### config.mk
export PLATFORM = sky130hd
export DESIGN_NAME = lcp_bus_port
export DESIGN_NICKNAME = d
export VERILOG_FILES = /design/src/core/lcp_pkg.sv /design/src/core/lcp_strobe_if.sv /design/src/core/lcp_pin_decode.sv /design/src/core/lcp_bus_port.sv
export SDC_FILE = /design/constraint.sdc
export NUM_CORES = 1
export LEC_CHECK = 0
export BUFFER_PORTS_ARGS = -buffer_cell sky130_fd_sc_hd__buf_2
export CORE_MARGIN = 2
export CORE_UTILIZATION = 54
export DETAILED_ROUTE_END_ITERATION = 16
export PLACE_DENSITY_LB_ADDON = 0.1
export SYNTH_ARGS = -nofsm -noshare
export SYNTH_HDL_FRONTEND = slang
export SYNTH_SLANG_ARGS = --single-unit
### constraint.sdc
create_clock -name clk_in -period 2.29 [get_ports clk_in]
set_input_delay 0.229 -clock clk_in [delete_from_list [all_inputs] [get_ports clk_in]]
set_output_delay 0.229 -clock clk_in [all_outputs]
set_load 0.02 [all_outputs]
### src/core/lcp_pkg.sv
package lcp_pkg;
  localparam int unsigned DATA_W      = 16;
  localparam logic        STYLE_8080  = 1'b0;
  localparam logic        STYLE_6800  = 1'b1;
  localparam logic        SEL_LOW     = 1'b0;
  localparam logic        SEL_HIGH    = 1'b1;
  localparam logic [1:0]  ACC_NONE    = 2'h0;
  localparam logic [1:0]  ACC_READ    = 2'h1;
  localparam logic [1:0]  ACC_WRITE   = 2'h2;
  typedef enum logic [2:0] {
    LCP_OP_NONE,
    LCP_OP_STATUS_RD,
    LCP_OP_DATA_RD,
    LCP_OP_PARAM_WR,
    LCP_OP_CMD_WR
  } lcp_op_t;
endpackage

### src/core/lcp_strobe_if.sv
`timescale 1ns/1ps
interface lcp_strobe_if;
  logic [1:0] access;
  logic       sel;
  logic       cs_active;
  modport dec (output access, output sel, output cs_active);
  modport top (input access, input sel, input cs_active);
endinterface

### src/core/lcp_pin_decode.sv
`timescale 1ns/1ps
module lcp_pin_decode (
  input  wire logic    bus_style_select_in,
  input  wire logic    cs_n_in,
  input  wire logic    rd_en_in,
  input  wire logic    wr_rw_in,
  input  wire logic    command_data_select_in,
  lcp_strobe_if.dec    st
);
  always_comb begin
    st.cs_active = !cs_n_in;
    st.sel       = command_data_select_in;
    st.access    = lcp_pkg::ACC_NONE;
    if (st.cs_active) begin                                   // [RQ10]
      if (bus_style_select_in == lcp_pkg::STYLE_8080) begin   // [RQ2]
        if (!rd_en_in) begin                                  // [RQ3]
          st.access = lcp_pkg::ACC_READ;
        end else if (!wr_rw_in) begin
          st.access = lcp_pkg::ACC_WRITE;
        end
      end else if (rd_en_in) begin                            // [RQ4] [RQ5]
        st.access = wr_rw_in ? lcp_pkg::ACC_READ : lcp_pkg::ACC_WRITE;
      end
    end
  end
endmodule // lcp_pin_decode

### src/core/lcp_bus_port.sv
// Overview of operation
// RQ1: Bidirectional 16-bit bus, driven only on reads.
// RQ2: Static select pin picks 8080 or 6800 style.
// RQ3: 8080 style drives bus only during read strobe.
// RQ4: 6800 style treats read pin as enable.
// RQ5: 6800 transfers happen while enable is high.
// RQ6: Host pulses read strobe low per read.
// RQ7: 8080 write data captured at strobe rise.
// RQ8: 6800 read/write high reads, low writes.
// RQ9: Select line decodes status, data, parameter, command.
// RQ10: Deselected chip ignores strobes, bus released.
`timescale 1ns/1ps
module lcp_bus_port (
  input  wire logic                        clk_in,
  input  wire logic                        rst_n_in,
  input  wire logic                        bus_style_select_in,
  input  wire logic                        bus_style_select_aux_in,
  input  wire logic                        cs_n_in,
  input  wire logic                        rd_en_in,
  input  wire logic                        wr_rw_in,
  input  wire logic                        command_data_select_in,
  input  wire logic [lcp_pkg::DATA_W-1:0]  data_in,
  output logic      [lcp_pkg::DATA_W-1:0]  data_out,
  output logic                             data_oe_out,
  input  wire logic [lcp_pkg::DATA_W-1:0]  status_in,
  input  wire logic [lcp_pkg::DATA_W-1:0]  rd_data_in,
  output logic                             cmd_wr_out,
  output logic                             param_wr_out,
  output logic                             status_rd_out,
  output logic                             data_rd_out,
  output logic      [lcp_pkg::DATA_W-1:0]  wr_data_out
);
  lcp_strobe_if st ();

  lcp_pin_decode u_dec (
    .bus_style_select_in    (bus_style_select_in),
    .cs_n_in                (cs_n_in),
    .rd_en_in               (rd_en_in),
    .wr_rw_in               (wr_rw_in),
    .command_data_select_in (command_data_select_in),
    .st                     (st)
  );

  function automatic lcp_pkg::lcp_op_t op_of(input logic [1:0] acc, input logic sel);
    lcp_pkg::lcp_op_t r;
    r = lcp_pkg::LCP_OP_NONE;
    if (acc == lcp_pkg::ACC_READ) begin
      r = (sel == lcp_pkg::SEL_LOW) ? lcp_pkg::LCP_OP_STATUS_RD : lcp_pkg::LCP_OP_DATA_RD;
    end else if (acc == lcp_pkg::ACC_WRITE) begin
      r = (sel == lcp_pkg::SEL_LOW) ? lcp_pkg::LCP_OP_PARAM_WR : lcp_pkg::LCP_OP_CMD_WR;
    end
    return r;
  endfunction

  lcp_pkg::lcp_op_t             op_q, op_d;
  logic [lcp_pkg::DATA_W-1:0]   wdat_q, wdat_d;
  logic [lcp_pkg::DATA_W-1:0]   dout_q, dout_d;
  logic [lcp_pkg::DATA_W-1:0]   wout_q, wout_d;
  logic                         oe_q, oe_d;
  logic                         cmd_q, cmd_d, par_q, par_d, srd_q, srd_d, drd_q, drd_d;
  lcp_pkg::lcp_op_t             cur;
  logic                         ended;

  always_comb begin
    cur    = op_of(st.access, st.sel);                                  // [RQ9] [RQ8] [RQ10]
    ended  = (op_q != lcp_pkg::LCP_OP_NONE) && (cur != op_q);
    op_d   = cur;
    wdat_d = (st.access == lcp_pkg::ACC_WRITE) ? data_in : wdat_q;      // [RQ5]
    srd_d  = (cur == lcp_pkg::LCP_OP_STATUS_RD) && (op_q != cur);
    drd_d  = (cur == lcp_pkg::LCP_OP_DATA_RD) && (op_q != cur);
    cmd_d  = ended && (op_q == lcp_pkg::LCP_OP_CMD_WR);                 // [RQ7] [RQ5]
    par_d  = ended && (op_q == lcp_pkg::LCP_OP_PARAM_WR);               // [RQ7] [RQ5]
    wout_d = (cmd_d || par_d) ? wdat_q : wout_q;                        // [RQ7]
  end

  always_ff @(posedge clk_in or negedge rst_n_in) begin
    if (!rst_n_in) begin
      op_q   <= lcp_pkg::LCP_OP_NONE;
      wdat_q <= '0;
      wout_q <= '0;
      cmd_q  <= 1'b0;
      par_q  <= 1'b0;
      srd_q  <= 1'b0;
      drd_q  <= 1'b0;
    end else begin
      op_q   <= op_d;
      wdat_q <= wdat_d;
      wout_q <= wout_d;
      cmd_q  <= cmd_d;
      par_q  <= par_d;
      srd_q  <= srd_d;
      drd_q  <= drd_d;
    end
  end

  always_comb begin
    oe_d   = (st.access == lcp_pkg::ACC_READ);                          // [RQ1] [RQ3] [RQ4] [RQ10]
    dout_d = dout_q;
    if (cur == lcp_pkg::LCP_OP_STATUS_RD) begin
      dout_d = status_in;
    end else if (cur == lcp_pkg::LCP_OP_DATA_RD) begin
      dout_d = rd_data_in;
    end
  end

  always_ff @(posedge clk_in or negedge rst_n_in) begin
    if (!rst_n_in) begin
      dout_q <= '0;
      oe_q   <= 1'b0;
    end else begin
      dout_q <= dout_d;
      oe_q   <= oe_d;
    end
  end

  assign data_out      = dout_q;
  assign data_oe_out   = oe_q;
  assign cmd_wr_out    = cmd_q;
  assign param_wr_out  = par_q;
  assign status_rd_out = srd_q;
  assign data_rd_out   = drd_q;
  assign wr_data_out   = wout_q;
endmodule // lcp_bus_port

==> flow_summary.json <==
{
  "layout_setup_ws_ps": 345.4,
  "synth-async-reset-ratio": 1.000,
  "setup.worst_path.end_class": "flop",
  "holdCritPathClass": "in2reg",
  "combPwrFrac": 0.234,
  "multi_input_area_mm2": 0.001152,
  "fmax_mhz": 514.2,
  "cellInternalPower_uw": 1550,
  "dpl.hpwl_mm": 4.162,
  "power_switching_share": 0.3221,
  "reg2reg_slack_ps": 350,
  "start_util": 0.5624,
  "worstSkewPairLatency_ps": 300,
  "maxCapViolCount": 0,
  "worst_pin_slew_ps": 601.7,
  "seq_area_frac_synth": 0.5241,
  "die_x_um": 74.37,
  "p_leak_uw": 0.001600,
  "overflow": 0,
  "yosys_warnings": 0,
  "io_pins": 93,
  "synthFlopType": "dfrtp_1",
  "ys_seq_elements": 56,
  "drt_iter0_markers": 242,
  "synth.avg_cell_area_um2": 10.28,
  "synth.distinct_cells": 28,
  "grt_max_degree": 37,
  "die-area_mm2": 0.005530,
  "insertedDiodeCount": 0,
  "synth_top_cell_by_area": "dfrtp_1",
  "via_per_inst": 5.765,
  "die_h_um": 74.37,
  "cts_buffer_depth": 2,
  "post-route-period-util": 0.8492,
  "regArea_mm2": 0.001401,
  "clock-sinks": 56,
  "setup_viol": 0,
  "skew_ps": 3.320,
  "rr_startpoint": "op_q[2]",
  "antenna_left": 0,
  "min-delay-start": "data_in[8]",
  "drt_pass1_iterations": 4,
  "grt_pass1_wl_mm": 10.07,
  "finalHoldViolCount": 0,
  "hold_path_depth": 3,
  "critPathKind": "reg2reg",
  "area_delta_synth_final_pct": 21.39,
  "post_cts_buffers": 0,
  "critPathMaxFanout": 16,
  "syn-num-nets": 316,
  "tns_ps": 0,
  "rsz0062_at_grt": "no",
  "antenna_found_initial": 0,
  "drv_slew": 0,
  "coreArea_mm2": 0.004755,
  "synth_commonest_cells": "dfrtp_1 (56), nand2_1 (51), a21oi_1 (33), o221ai_1 (32), nor2_1 (20)",
  "synth_edf_count": 0,
  "r2r_cells": 4,
  "r2r-end": "wr_data_out[14]",
  "tritoncts": "done",
  "power_switching_uw": 736.4,
  "ir_drop_v": 0.0005653,
  "routed_wl_mm": 6.387,
  "clk_pin_slew_worst_paths_ps": 90,
  "p_seq_frac": 0.541,
  "syn_area_mm2": 0.002674,
  "clock_power_share": 0.226,
  "power_density_mw_per_mm2": 704.4,
  "start_kind": "flop",
  "required_ps": 2530,
  "grt_pass1_vias": 2207,
  "drc": 0,
  "h-tree-depth": 2,
  "max-slew-margin-rel": 0.5979,
  "status": "completed",
  "synth_area_leaders": "dfrtp_1 (52%), o221ai_1 (10%), nand2_1 (7.2%)",
  "portBuffers": 91,
  "yosysTopAreaCellShare": 0.5241,
  "fill_cells": 410,
  "via_count": 2375,
  "yosysMostFrequentCell": "dfrtp_1",
  "cp.arrival_ps": 2180,
  "dp_slack_ps": 386.7,
  "drive_gt1_frac": 0.3449,
  "min_to": "wdat_q[8]",
  "gp_congestion": 0.7838,
  "fin_nets": 401,
  "rows": 25,
  "cts_root_buffer": "clkbuf_8",
  "grtUsageTotal": 0.2343,
  "fin_crit_ps": 1945,
  "wire_per_inst_um": 15.50,
  "postSynthCellCount": 260,
  "cts_buffers": 5
}
-- per-layer routing --
metal / up-vias / wire [um] / part of all wire / track usage
met5: - / 0 / 0 / 0
met4: 0 / 85 / 0.013 / 0.06944
met3: 10 / 423 / 0.066 / 0.05149
met2: 95 / 3017 / 0.47 / 0.3904
met1: 1144 / 2861 / 0.45 / 0.3082
li1: 1126 / - / - / -
-- registers in the layout, indices dropped and copies added (netlist names) --
register / flops
cmd_wr_out: 1
data_oe_out: 1
data_out: 16
data_rd_out: 1
op_q: 3
param_wr_out: 1
status_rd_out: 1
wdat_q: 16
wr_data_out: 16
-- critical path, stage by stage, from the launching register on --
cell      delay (ps)
dfrtp_1          420
or3b_1           520
nand2_1          510
o221ai_1         240
a21oi_1          180
-- placed cells by master (no fill, tap or decap), types with 2 or more instances in the layout --
cell | Yosys | layout
buf_2 | 9 | 91
dfrtp_1 | 56 | 56
nand2_1 | 51 | 51
a21oi_1 | 33 | 33
o221ai_1 | 32 | 32
nor2_1 | 20 | 20
mux2i_1 | 16 | 16
o22ai_2 | 10 | 10
o22ai_1 | 6 | 6
clkbuf_8 | 0 | 5
buf_4 | 1 | 5
xnor2_1 | 2 | 2
-- kinds of logic after synthesis --
logic type | count (synthesis) | share of synthesized area
AOI/OAI and AO/OA | 86 | 0.2443
DFF | 56 | 0.5241
muxes | 16 | 0.05990
xor gates and xnor gates | 2 | 0.006552
and+or+nand+nor | 78 | 0.1203
buffers and inverters | 22 | 0.04492
-- per-stage QoR --
stage	power (uW)	instances	hold WS, ps	util	instance area (um^2)
after floorplan	1578	260	-66.59	-	2674
after global placement	1770	404	233.1	0.6642	3158
after detailed placement	1788	404	233.2	0.6642	3158
after CTS	2304	412	102.0	0.6826	3246
after global routing	2404	412	104.3	0.6826	3246
final	2286	412	103.7	0.6826	3246
-- worst max path at each step --
| stage | to | slack, ps | from | cells after the start |
|---|---|---|---|---|
| 2_1_floorplan | wr_data_out[0] | 740 | op_q[1] | 6 |
| 3_3_place_gp | wr_data_out[8] | 410 | op_q[1] | 4 |
| 3_5_place_dp | wr_data_out[8] | 390 | op_q[1] | 4 |
| 4_1_cts | wr_data_out[14] | 320 | op_q[1] | 4 |
| 5_1_grt | wr_data_out[12] | 200 | op_q[1] | 4 |
| 6_report | wr_data_out[14] | 350 | op_q[2] | 4 |
-- power by group through the flow --
| stage | Sequential [uW] | Clock [uW] | Combinational, uW |
|---|---|---|---|
| finish | 1240 | 516 | 534 |
| global route | 1260 | 557 | 591 |
| CTS | 1230 | 530 | 540 |
| detailed placement | 1250 | 0 | 539 |
| global placement | 1250 | 0 | 523 |
| floorplan | 1340 | 0 | 237 |
-- cell type report --
cell class                 count  share of cell area
clock buffer                   6             0.02236
clock inverter                 1            0.001542
inverter                       2            0.002313
multi-input combinational    182              0.3551
sequential                    56              0.4318
tap                           67             0.02583
timing repair buffer          98              0.1611
-- repair_timing --
item                                   4_1_cts  5_1_grt
endpoints found under the hold margin       21        0
hold buffers                                 1        0
gates resized for setup                      0        0
No activity file was read; power rests on OpenSTA's default activity.
